[config.mk]
export PLATFORM = sky130hd
export DESIGN_NAME = tppl_top
export DESIGN_NICKNAME = d
export VERILOG_FILES = /design/src/inc/tppl_pkg.sv /design/src/design/tppl_top.sv
export VERILOG_INCLUDE_DIRS = /design/src /design/src/inc
export SDC_FILE = /design/constraint.sdc
export NUM_CORES = 1
export LEC_CHECK = 0
export ABC_AREA = 1
export BUFFER_PORTS_ARGS = -buffer_cell sky130_fd_sc_hd__buf_2
export CORE_UTILIZATION = 40
export CTS_CLUSTER_DIAMETER = 40
export CTS_CLUSTER_SIZE = 16
export DETAILED_ROUTE_END_ITERATION = 16
export HOLD_SLACK_MARGIN = 0.12
export PLACE_DENSITY = 0.68
export SYNTH_ARGS = -nofsm -noshare
export SYNTH_HDL_FRONTEND = slang
export SYNTH_SLANG_ARGS = --single-unit
[constraint.sdc]
create_clock -name clk_i -period 2.2 [get_ports clk_i]
set_input_delay 0.55 -clock clk_i [delete_from_list [all_inputs] [get_ports clk_i]]
set_output_delay 0.55 -clock clk_i [all_outputs]
set_load 0.02 [all_outputs]
[src/inc/tppl_consts.svh]
// Purpose: constants of the touch probe position latch
// Assumes: object-dictionary style register addresses
// Notes: included by its bare name
`ifndef TPPL_CONSTS_SVH
`define TPPL_CONSTS_SVH

// ----------------------------------------------------------------
// register addresses
// ----------------------------------------------------------------
`define TPPL_ADDR_POLARITY 16'h2007
`define TPPL_SUB_POL_ONE 8'h00
`define TPPL_SUB_POL_TWO 8'h01
`define TPPL_ADDR_CTRL 16'h60B8
`define TPPL_ADDR_STATUS 16'h60B9
`define TPPL_ADDR_C1_RISE_POS 16'h60BA
`define TPPL_ADDR_C1_FALL_POS 16'h60BB
`define TPPL_ADDR_C2_RISE_POS 16'h60BC
`define TPPL_ADDR_C2_FALL_POS 16'h60BD
`define TPPL_ADDR_C1_RISE_CNT 16'h60D5
`define TPPL_ADDR_C1_FALL_CNT 16'h60D6
`define TPPL_ADDR_C2_RISE_CNT 16'h60D7
`define TPPL_ADDR_C2_FALL_CNT 16'h60D8

// ----------------------------------------------------------------
// field positions inside one channel byte, and the probe bits of the digital input status word
// ----------------------------------------------------------------
`define TPPL_CH_STRIDE 8
`define TPPL_CB_ENABLE 0
`define TPPL_CB_MODE 1
`define TPPL_CB_SOURCE 2
`define TPPL_CB_RISE 4
`define TPPL_CB_FALL 5
`define TPPL_SB_ENABLE 0
`define TPPL_SB_RISE 1
`define TPPL_SB_FALL 2
`define TPPL_CTRL_USED 8'h37
`define TPPL_DIN_EXT_ONE 26
`define TPPL_DIN_EXT_TWO 27

// ----------------------------------------------------------------
// reset values
// ----------------------------------------------------------------
`define TPPL_RST_POL 16'h0001
`define TPPL_RST_CTRL 16'h0000

`endif

[src/inc/tppl_pkg.sv]
// Purpose: types of the touch probe position latch
// Assumes: nothing
// Notes: constants live in tppl_consts.svh
package tppl_pkg;
    typedef enum logic [0:0] {
        TPPL_SINGLE = 1'b0,
        TPPL_CONTINUOUS = 1'b1
    } tppl_mode_type;
endpackage : tppl_pkg

[src/design/tppl_top.sv]
// Purpose: two-channel touch probe position latch
// Assumes: probe and index inputs synchronous to clk_i
// Notes: single-cycle register port, reads are registered
`include "tppl_consts.svh"
`timescale 1ns/1ns
`default_nettype none

module tppl_top
    import tppl_pkg::*;
#(
    parameter int POS_W = 32,
    parameter int CNT_W = 32
) (
    // clock and reset
    input wire logic clk_i,
    input wire logic rst_b_i,
    // register port
    input wire logic reg_wr_i,
    input wire logic reg_rd_i,
    input wire logic [15:0] reg_addr_i,
    input wire logic [7:0] reg_sub_i,
    input wire logic [31:0] reg_wdata_i,
    output logic [31:0] reg_rdata_o,
    output logic reg_ack_o,
    // probe and feedback
    input wire logic external_probe_input_one_i,
    input wire logic external_probe_input_two_i,
    input wire logic index_pulse_i,
    input wire logic [POS_W-1:0] feedback_pos_i,
    // digital input status bits
    output logic [31:0] digital_input_status_o
);

    if (POS_W != 32 || CNT_W != 32) begin : g_bad_width
        $error("tppl_top supports only 32-bit position and count");
    end

    // ------------------------------------------------------------
    // register state
    // ------------------------------------------------------------
    logic [15:0] pol_one_q, pol_one_d;
    logic [15:0] pol_two_q, pol_two_d;
    logic [15:0] ctrl_q, ctrl_d;
    logic [31:0] rdata_q, rdata_d;
    logic ack_q, ack_d;
    logic [1:0] raw_q, raw_d;
    logic [31:0] din_q, din_d;
    logic ctrl_wr;
    logic [1:0] lvl;
    logic [15:0] status;
    logic [POS_W-1:0] rpos [2];
    logic [POS_W-1:0] fpos [2];
    logic [CNT_W-1:0] rcnt [2];
    logic [CNT_W-1:0] fcnt [2];
    logic [1:0] rflag, fflag, chen, rlatch, flatch;

    assign ctrl_wr = reg_wr_i && reg_addr_i == `TPPL_ADDR_CTRL;
    // polarity bit clear means inverted level
    assign lvl[0] = external_probe_input_one_i ^ ~pol_one_q[0];
    assign lvl[1] = external_probe_input_two_i ^ ~pol_two_q[0];

    // ------------------------------------------------------------
    // per-channel capture
    // ------------------------------------------------------------
    for (genvar c = 0; c < 2; c++) begin : g_ch
        localparam int B = c * `TPPL_CH_STRIDE;
        logic [7:0] cb, nb;
        logic trig, prev_q, prev_d;
        logic rf_q, rf_d, ff_q, ff_d;
        logic [POS_W-1:0] rp_q, rp_d, fp_q, fp_d;
        logic [CNT_W-1:0] rc_q, rc_d, fc_q, fc_d;
        logic rise, fall, rv, fv, reconf;
        tppl_mode_type mode;

        assign cb = ctrl_q[B+7:B];
        assign nb = reg_wdata_i[B+7:B];
        assign mode = tppl_mode_type'(cb[`TPPL_CB_MODE]);
        assign trig = cb[`TPPL_CB_SOURCE] ? index_pulse_i : lvl[c];
        assign rise = trig && !prev_q;
        assign fall = !trig && prev_q;
        assign reconf = ctrl_wr && ((cb & 8'h35) != (nb & 8'h35));
        assign rv = cb[`TPPL_CB_ENABLE] && cb[`TPPL_CB_RISE] && rise
                    && (mode == TPPL_CONTINUOUS || !rf_q);
        assign fv = cb[`TPPL_CB_ENABLE] && cb[`TPPL_CB_FALL] && fall
                    && mode == TPPL_CONTINUOUS;

        always_comb begin
            prev_d = trig;
            rf_d = rf_q;
            ff_d = ff_q;
            rp_d = rp_q;
            fp_d = fp_q;
            rc_d = rc_q;
            fc_d = fc_q;
            if (reconf) begin
                rf_d = 1'b0;
                ff_d = 1'b0;
                rc_d = '0;
                fc_d = '0;
            end else begin
                if (rv) begin
                    rf_d = 1'b1;
                    rp_d = feedback_pos_i;
                    rc_d = rc_q + 1'b1;
                end
                if (fv) begin
                    ff_d = 1'b1;
                    fp_d = feedback_pos_i;
                    fc_d = fc_q + 1'b1;
                end
            end
        end

        always_ff @(posedge clk_i or negedge rst_b_i) begin
            if (!rst_b_i) begin
                prev_q <= 1'b0;
                rf_q <= 1'b0;
                ff_q <= 1'b0;
                rp_q <= '0;
                fp_q <= '0;
                rc_q <= '0;
                fc_q <= '0;
            end else begin
                prev_q <= prev_d;
                rf_q <= rf_d;
                ff_q <= ff_d;
                rp_q <= rp_d;
                fp_q <= fp_d;
                rc_q <= rc_d;
                fc_q <= fc_d;
            end
        end

        assign rflag[c] = rf_q;
        assign fflag[c] = ff_q;
        assign chen[c] = cb[`TPPL_CB_ENABLE];
        assign rlatch[c] = rv && !reconf;
        assign flatch[c] = fv && !reconf;
        assign rpos[c] = rp_q;
        assign fpos[c] = fp_q;
        assign rcnt[c] = rc_q;
        assign fcnt[c] = fc_q;
        assign status[B+7:B] = {5'b0_0000, ff_q, rf_q, chen[c]};

    end

    // ------------------------------------------------------------
    // register port
    // ------------------------------------------------------------
    always_comb begin
        pol_one_d = pol_one_q;
        pol_two_d = pol_two_q;
        ctrl_d = ctrl_q;
        ack_d = reg_wr_i || reg_rd_i;
        raw_d = {external_probe_input_two_i, external_probe_input_one_i};
        din_d = 32'h0000_0000;
        din_d[`TPPL_DIN_EXT_ONE] = raw_q[0];
        din_d[`TPPL_DIN_EXT_TWO] = raw_q[1];
        rdata_d = rdata_q;
        if (reg_wr_i && reg_addr_i == `TPPL_ADDR_POLARITY) begin
            if (reg_sub_i == `TPPL_SUB_POL_ONE) begin
                pol_one_d = reg_wdata_i[15:0];
            end else if (reg_sub_i == `TPPL_SUB_POL_TWO) begin
                pol_two_d = reg_wdata_i[15:0];
            end
        end
        if (ctrl_wr) begin
            ctrl_d = reg_wdata_i[15:0] & {`TPPL_CTRL_USED, `TPPL_CTRL_USED};
        end
        if (reg_rd_i) begin
            unique case (reg_addr_i)
                `TPPL_ADDR_POLARITY: rdata_d = {16'h0000,
                    reg_sub_i == `TPPL_SUB_POL_TWO ? pol_two_q : pol_one_q};
                `TPPL_ADDR_CTRL: rdata_d = {16'h0000, ctrl_q};
                `TPPL_ADDR_STATUS: rdata_d = {16'h0000, status};
                `TPPL_ADDR_C1_RISE_POS: rdata_d = rpos[0];
                `TPPL_ADDR_C1_FALL_POS: rdata_d = fpos[0];
                `TPPL_ADDR_C2_RISE_POS: rdata_d = rpos[1];
                `TPPL_ADDR_C2_FALL_POS: rdata_d = fpos[1];
                `TPPL_ADDR_C1_RISE_CNT: rdata_d = rcnt[0];
                `TPPL_ADDR_C1_FALL_CNT: rdata_d = fcnt[0];
                `TPPL_ADDR_C2_RISE_CNT: rdata_d = rcnt[1];
                `TPPL_ADDR_C2_FALL_CNT: rdata_d = fcnt[1];
                default: rdata_d = 32'h0000_0000;
            endcase
        end
    end

    always_ff @(posedge clk_i or negedge rst_b_i) begin
        if (!rst_b_i) begin
            pol_one_q <= `TPPL_RST_POL;
            pol_two_q <= `TPPL_RST_POL;
            ctrl_q <= `TPPL_RST_CTRL;
            rdata_q <= 32'h0000_0000;
            ack_q <= 1'b0;
            raw_q <= 2'b00;
            din_q <= 32'h0000_0000;
        end else begin
            pol_one_q <= pol_one_d;
            pol_two_q <= pol_two_d;
            ctrl_q <= ctrl_d;
            rdata_q <= rdata_d;
            ack_q <= ack_d;
            raw_q <= raw_d;
            din_q <= din_d;
        end
    end

    assign reg_rdata_o = rdata_q;
    assign reg_ack_o = ack_q;
    assign digital_input_status_o = din_q;
endmodule : tppl_top

`default_nettype wire

# --- Word level (Yosys, flattened, before mapping) ---
# Index checks and enable logic that the tools add are counted.
classes:
  muxes: 20
  shift: 0
  eq_ne: 14
  n_addsub: 4
  div: 0
  n_bitwise: 7
  n_mul: 0
  n_lt_le_gt_ge: 0
  n_reduce_logical: 40
op_table:
  columns: ["cell", "count"]
  rows:
  - ["$pmux 32 s11", 1]
  - ["$mux 32", 8]
  - ["$eq 16x15->1 const B", 10]
  - ["$add 32x1->32 const B", 4]
  - ["$logic_and 1x1->1", 20]
  - ["$eq 16x14->1 const B", 1]
  - ["$mux 16", 1]
  - ["$mux 1", 10]
  - ["$reduce_and 2->1", 5]
  - ["$eq 8x1->1 const B", 1]
  - ["$logic_not 8->1", 1]
  - ["$ne 4x4->1", 2]
  - ["$reduce_bool 2->1", 4]
  - ["$logic_not 1->1", 6]
  - ["$not 1->1", 5]
  - ["$logic_or 1x1->1", 3]
  - ["$reduce_and 3->1", 1]
  - ["$xor 1x1->1", 2]
word_totals:
  latch_bits: 0
  word_cells: 106
  mem_count: 0
  romBits: 0
  register_bits: 341
  ramBits: 0

# --- Logic depth before layout (Yosys ltp) ---
# Gate-level depths: netlist of the first run.
logic_depth:
  depth_word: 9
  ltp_mapped: 13

# --- Worst setup path after synthesis of the first run ---
# Ideal clock, no wire load.
synth_timing:
  path_type: "input -> register"
  start: "in reg_addr_i[11]"
  end: "reg g_ch[0].fc_q[0]"
  path_slack_ns: 0.366
  setup_ns: 0.129
  arrival_time_ns: 1.705
  path_stages: 10
  path_cell_list: "nor2_1 > nand2_1 > nor2_4 > nand2_4 > nor2_8 > o31ai_2 > nand2_1 > buf_4 > buf_4 > o21ai_1"
synth_between:
  elab_chain_len: 4
  word_cells_on_any_way: 5
  cone_classes: "eq/ne (1); mux (1); reduce/logical (3)"
synth_lines:
  columns: ["item", "line_no", "rtl"]
  rows:
  - ["start, declared", "tppl_top.sv:20", "input wire logic [15:0] reg_addr_i,"]
  - ["$eq 16x15->1 (*)", null, null]
  - ["$logic_and 1x1->1 (no source line) (*)", null, null]
  - ["$logic_and 1x1->1 (*)", "tppl_top.sv:81", "assign reconf = ctrl_wr && ((cb & 8'h35) != (nb & 8'h35));"]
  - ["$mux 32 / $reduce_bool 2->1 (equally long branches)", null, null]
  - ["end signal, assigned", "tppl_top.sv:122", "fc_q <= '0;"]
  - ["end signal, assigned", "tppl_top.sv:130", "fc_q <= fc_d;"]
  - ["end, declared", "tppl_top.sv:71", "logic [CNT_W-1:0] rc_q, rc_d, fc_q, fc_d;"]
# Mark *: on every way between the ends. The rest lies on a longest branch, timed or not.
# A chain may end at the register's enable or synchronous reset.

# --- Worst setup path in the final report of the first run ---
layout_timing:
  start: "in external_probe_input_two_i"
  end: "reg g_ch[1].rc_q[24]"
layout_between:
  elab_chain_len: 6
layout_lines:
  columns: ["item", "line_no", "rtl"]
  rows:
  - ["start, declared", "tppl_top.sv:27", "input wire logic external_probe_input_two_i,"]
  - ["$xor 1x1->1", "tppl_top.sv:60", "assign lvl[1] = external_probe_input_two_i ^ ~pol_two_q[0];"]
  - ["$mux 1", "tppl_top.sv:78", "assign trig = cb[`TPPL_CB_SOURCE] ? index_pulse_i : lvl[c];"]
  - ["net g_ch[1].prev_d", "tppl_top.sv:68", "logic trig, prev_q, prev_d;"]
  - ["$logic_and 1x1->1", "tppl_top.sv:79", "assign rise = trig && !prev_q;"]
  - ["$logic_and 1x1->1 (2 in series)", "tppl_top.sv:82", "assign rv = cb[`TPPL_CB_ENABLE] && cb[`TPPL_CB_RISE] && rise"]
  - ["$reduce_bool 2->1 (no source line)", null, null]
  - ["end signal, assigned", "tppl_top.sv:129", "rc_q <= rc_d;"]
  - ["end, declared", "tppl_top.sv:71", null]
# The timed path passes the listed nets, and every way through them passes these cells.

==> impl_metrics.toml, run 1 <==
[run_status]
outcome = "finished clean"

[logic_synthesis]
async_flop_share = 1.00
syn-instance-count = 2743
ys_types = 39
ys_top_cells_by_area = "dfrtp_1 44%, nand2_1 17%, nand3_1 10%, nor2_1 5.7%, inv_1 4.1%"
netlist.top_cell.by_area = "dfrtp_1"
synth_edf_count = 0
yosysWarnings = 0
netlist_area_sq_um = 19300
avgSynthCellArea_sq_um = 7.03
ys.flop_type = "dfrtp_1"
synth-seq-cells = 341
ys_seq_area_frac = 0.443
yosysTopAreaCellShare = 0.440

[placed_design]
dpl-instance-area_sq_um = 21200
post-place-cells = 3458
port_buffers = 113
dp_hpwl_microns = 42000
pre_cts_ws_ns = -0.00656
place_congestion = 0.922

[power_and_ir_drop]
power.switching_mw = 3.92
p_leak_nw = 11.9
p_clk_frac = 0.568
p_sw_frac = 0.242
total_power_mw = 16.2
p_seq_frac = 0.397
peakVddDrop_uv = 593
p_int_mw = 12.3
power_density_nw_per_um2 = 700
p_comb_frac = 0.036

[grt]
gr-usage-all-layers = 0.239
overflow = 0
antenna_found_initial = 0
first_global_vias = 17582
grt_first_pass_wirelength_microns = 94200
grt_max_degree = 72

[timing]
rsz0062_at_grt = "no"
slew_violations = 0
setup_ws_ns = 0.160
maxSlewHeadroom = 0.648
period_minus_slack_ns = 2.04
timing.fmax_ghz = 0.490
fin_crit_sh = 0.927
hold_viol_final = 0
setup_viol = 0
tightest_slew_ns = 0.528
fin_skew_ns = 0.0256

[worst_setup_path]
rrSetupSlack_ns = 0.20
worstPathMaxFanout = 20
r2r_start = "g_ch[1].fc_q[1]"
cp.required_ns = 2.73
worstSetupPathType = "in2reg"
endpoint_kind = "flop"
cp-startpoint = "external_probe_input_two_i"
worstPathArrival_ns = 2.57
reg2regPathDepth = 11
start_kind = "input port"

[cells_and_area]
layout_common_cells = "863 x nand2_1, 391 x nand3_1, 339 x dfrtp_1"
postLayoutCellArea_sq_um = 23200
instances_no_fill = 3562
fin_util = 0.486
nets = 3001
final_common_cell = "nand2_1"
areaGrowthSynthToFinish_pct = 20.2
layout-drive-gt1-share = 0.124
diodes = 0

[clocking]
clock_sinks = 341
tritoncts = "yes"
cts-root-buf = "clkbuf_16"
cts.clk_slew.worst_paths_ns = 0.06
numCtsBuffers = 54
insertion_delay_ns = 0.60
cts_buffer_depth = 3
post-cts-setup-buffers = 0
h-tree-depth = 2

[floorplanning]
placementRows = 80
initial_core_util = 0.405
core-area_sq_um = 47600
die_w_microns = 222
num_io_pins = 160
dieArea_sq_um = 49100
die_h_microns = 222

[detailed_routing]
vias_per_cell = 5.29
firstDrtPassIters = 7
vias = 18843
drc = 0
ant_nets = 0
wire_per_inst_microns = 16.5
drt-initial-drc-count = 1775
finalWirelength_microns = 58700

[hold_path]
min_from = "reg_wdata_i[3]"
hp-class = "in2reg"
hold_depth = 3

[job]
drv_cap = 0
critical path, cell delays in order:
cell and delay [ns]:
dlygate4sd3_1 0.54, buf_2 0.15, xnor2_1 0.13, nand2_1 0.09
nand2_1 0.09, nand2_1 0.14, buf_12 0.20, nor2_1 0.28
nand3_1 0.15, nand2_1 0.09, nand2_1 0.05, nor2_1 0.09
synthesized netlist by cell type (3+ instances only):
library cell and instances:
inv_2 3, buf_6 10, a21oi_1 43, o21ai_0 130, dfrtp_1 339, nand2_2 3, buf_4 45, and3_1 4
nand3b_1 10, ha_1 4, xor2_1 16, o21a_1 7, inv_1 213, buf_1 3, nand4_1 56, nor2_2 9
buf_2 49, o21bai_1 3, xnor2_1 8, clkbuf_1 49, nor2_1 295, nor3_1 67, nand3_1 391, nand2_1 866
or2_2 3, o21ai_1 96
through the flow:
stage          setup TNS, ns  hold slack [ns]
2_1_floorplan              0            0.254
3_5_place_dp         -0.0123            0.343
6_report                   0            0.227
5_1_grt                    0            0.235
3_3_place_gp        -0.00772            0.333
4_1_cts                    0            0.208
worst paths after layout:
path,endpoint
max,g_ch[1].rc_q[24]
min,pol_one_q[3]
max reg2reg,g_ch[1].fc_q[24]
min reg2reg,digital_input_status_o[26]
max in group asynchronous,g_ch[0].rp_q[14]
min in group asynchronous,g_ch[0].rc_q[7]
registers in the layout (all words and copies together) (netlist names), 10 cells and up:
name / cells
g_ch.fc_q: 64
pol_two_q: 16
pol_one_q: 16
g_ch.rp_q: 64
ctrl_q: 10
g_ch.rc_q: 64
g_ch.fp_q: 64
reg_rdata_o: 32
cells by family (layout without fill, tap and decap cells):
kind of cell / count (synthesis) / after routing / synth area share
AND/OR/NAND/NOR: 1714 / 1714 / 0.379
buffers and inverters: 375 / 550 / 0.0889
flip-flops: 341 / 341 / 0.443
AO/OA/AOI/OAI: 284 / 284 / 0.0761
XOR/XNOR: 24 / 24 / 0.0109
adder cells (fa/ha/maj): 4 / 4 / 0.00260
other: 1 / 30 / 0.000194
power by group through the flow:
stage / registers (mW) / clock network (mW) / logic (mW)
2_1_floorplan: 6.54 / 0 / 0.288
3_3_place_gp: 6.54 / 0 / 0.566
3_5_place_dp: 6.55 / 0 / 0.582
4_1_cts: 6.44 / 9.35 / 0.588
5_1_grt: 6.45 / 9.64 / 0.652
6_report: 6.44 / 9.21 / 0.579
layout make-up:
type / count / area [sq um]
sequential: 341 / 8540
timing repair buffer: 231 / 1890
tap: 615 / 769
inverter: 218 / 818
fill: 4655 / 24500
clock buffer: 57 / 1370
multi-input combinational: 2056 / 9190
clock inverter: 44 / 601
layer usage:
metal	global-route usage	part of all wire	vias to the layer above
met5	0	0	-
met4	0.0869	0.030	0
met3	0.0356	0.074	110
met2	0.372	0.45	712
met1	0.337	0.45	8849
li1	-	-	9172
repair_timing:
action                                  in CTS  in global routing
hold buffers                                 3                  0
endpoints found under the setup margin       0                  7
hold endpoints to repair                    38                  0
gates resized for setup                      0                  3
Note: power is estimated with default switching activity, not from simulation.
==> run 2, diff against run 1 <==
--- a/config.mk
+++ b/config.mk
@@ -8,12 +8,14 @@
 export LEC_CHECK = 0
 export ABC_AREA = 1
 export BUFFER_PORTS_ARGS = -buffer_cell sky130_fd_sc_hd__buf_2
+export CORE_ASPECT_RATIO = 1.25
 export CORE_UTILIZATION = 40
 export CTS_CLUSTER_DIAMETER = 40
 export CTS_CLUSTER_SIZE = 16
 export DETAILED_ROUTE_END_ITERATION = 16
 export HOLD_SLACK_MARGIN = 0.12
 export PLACE_DENSITY = 0.68
+export REMOVE_ABC_BUFFERS = 1
 export SYNTH_ARGS = -nofsm -noshare
 export SYNTH_HDL_FRONTEND = slang
 export SYNTH_SLANG_ARGS = --single-unit
==> impl_metrics.toml, run 2 (synthesis gave the netlist of run 1 again) <==
[clocking]
h-tree-depth = 2
insertion_delay_ns = 0.60
tritoncts = "yes"
cts-root-buf = "clkbuf_16"
cts_buffer_depth = 3
clock_sinks = 341
post-cts-setup-buffers = 0
numCtsBuffers = 46
cts.clk_slew.worst_paths_ns = 0.07

[placed_design]
dp_hpwl_microns = 43300
place_congestion = 1.01
dpl-instance-area_sq_um = 21200
port_buffers = 113

[detailed_routing]
met3WireLength_microns = 3360
vias_per_cell = 5.24
finalWirelength_microns = 59400
wire_per_inst_microns = 16.6
routed.top_layer = "met4"
drc = 0
vias = 18768
firstDrtPassIters = 9
drt-initial-drc-count = 1309
routed-wl-met2_microns = 29400
wl_met1_microns = 24100
ant_nets = 0

[timing]
period_minus_slack_ns = 2.10
fin_skew_ns = 0.0296
maxSlewHeadroom = 0.632
slew_violations = 0
timing.fmax_ghz = 0.476
rsz0062_at_grt = "no"
fin_crit_sh = 0.956
setup_viol = 0
hold_viol_final = 0
tightest_slew_ns = 0.552

[grt]
grt_first_pass_wirelength_microns = 94800
gr-usage-all-layers = 0.246
overflow = 0
antenna_found_initial = 0
first_global_vias = 17867
grt_max_degree = 73

[worst_setup_path]
path_cells = "dlygate4sd3_1 -> buf_2 -> xnor2_2 -> o21ai_0 -> buf_4 -> nor2_2 -> buf_12 -> nand2_2 -> buf_12 -> nand2_1 -> o21ai_1"
slowest_delay_ns = 0.55
r2r_start = "ctrl_q[0]"
crit_family = "buffers and inverters"
worst_path_max_delay_cell = "dlygate4sd3_1"
cp.required_ns = 2.66
crit_cells = 11
cp.buffers_inverters = 5
worstPathMaxFanout = 47
cp-startpoint = "external_probe_input_one_i"
start_kind = "input port"
endpoint_kind = "flop"
reg2regPathDepth = 5
crit_path_frequent_cell = "buf_12"
worstSetupPathType = "in2reg"
worstPathArrival_ns = 2.56

[run_status]
outcome = "finished clean"

[power_and_ir_drop]
p_int_mw = 11.3
peakVddDrop_uv = 545
p_comb_frac = 0.040
p_sw_frac = 0.243
power.switching_mw = 3.62
p_leak_nw = 11.8
p_seq_frac = 0.432
power_density_nw_per_um2 = 652
total_power_mw = 14.9
p_clk_frac = 0.528

[cells_and_area]
postLayoutCellArea_sq_um = 22900
areaGrowthSynthToFinish_pct = 18.5
layout-drive-gt1-share = 0.123
nets = 3004
final_common_cell = "nand2_1"
layout_common_cells = "863 x nand2_1, 391 x nand3_1, 339 x dfrtp_1"
fillerInstances = 4739
diodes = 0

[hold_path]
min_from = "reg_wdata_i[6]"
hp-class = "in2reg"
hold_depth = 3

[floorplanning]
dieArea_sq_um = 49100
core-area_sq_um = 47400
placementRows = 89
die_h_microns = 247
die_w_microns = 198
initial_core_util = 0.406
num_io_pins = 160

[job]
drv_cap = 0
## run 2: final cells by class
| cell class | instances | area (sq um) | share of cell area |
|---|---|---|---|
| inverter | 218 | 818 | 0.0358 |
| multi-input combinational | 2056 | 9200 | 0.403 |
| clock inverter | 33 | 384 | 0.0168 |
| sequential | 341 | 8540 | 0.374 |
| tap | 637 | 797 | 0.0349 |
| clock buffer | 53 | 1240 | 0.0542 |
| timing repair buffer | 242 | 1880 | 0.0823 |
## run 2: worst register-to-register path: stages, from the launching register on
cell	delay (ns)
dfrtp_1	0.46
xor2_1	0.23
o31ai_4	0.56
buf_12	0.30
nand2_1	0.15
o21ai_0	0.20
## run 2: power by group through the flow
stage	logic, mW	clock network [mW]	registers (mW)
2_1_floorplan	0.232	0	6.54
6_report	0.592	7.87	6.44
3_3_place_gp	0.582	0	6.54
5_1_grt	0.673	8.26	6.45
4_1_cts	0.602	8.00	6.44
3_5_place_dp	0.595	0	6.55
## run 2: path summary, 6_finish.rpt
path | to | slack, ns
min in group asynchronous | pol_one_q[15] | 0.45
worst min register to register | digital_input_status_o[26] | 0.35
max in group asynchronous | pol_one_q[10] | 1.01
worst max-delay path | g_ch[0].rp_q[27] | 0.1
worst max register to register | g_ch[0].fc_q[1] | 0.22
worst min-delay path | pol_two_q[6] | 0.22
## run 2: layer usage
| metal | up-vias | global-route usage |
|---|---|---|
| li1 | 9144 | - |
| met1 | 8836 | 0.304 |
| met2 | 635 | 0.427 |
| met3 | 153 | 0.0308 |
| met4 | 0 | 0.114 |
| met5 | - | 0 |
## run 2: through the flow
step                setup TNS [ns]  setup slack, ns  hold WS (ns)  std cells   util
finish                           0           0.0975         0.221       3580  0.482
floorplan                  -911.31            -4.03         0.254       2615      -
global placement             -1.57          -0.0912         0.333       3491  0.446
detailed placement           -3.77           -0.110         0.337       3491  0.446
CTS                              0            0.114         0.202       3580  0.481
global route                     0          0.00705         0.224       3580  0.482
## run 2: what timing repair did
action	CTS	global route
hold buffers	3	0
hold endpoints to repair	39	0
endpoints found under the setup margin	0	15
resized for setup	0	7
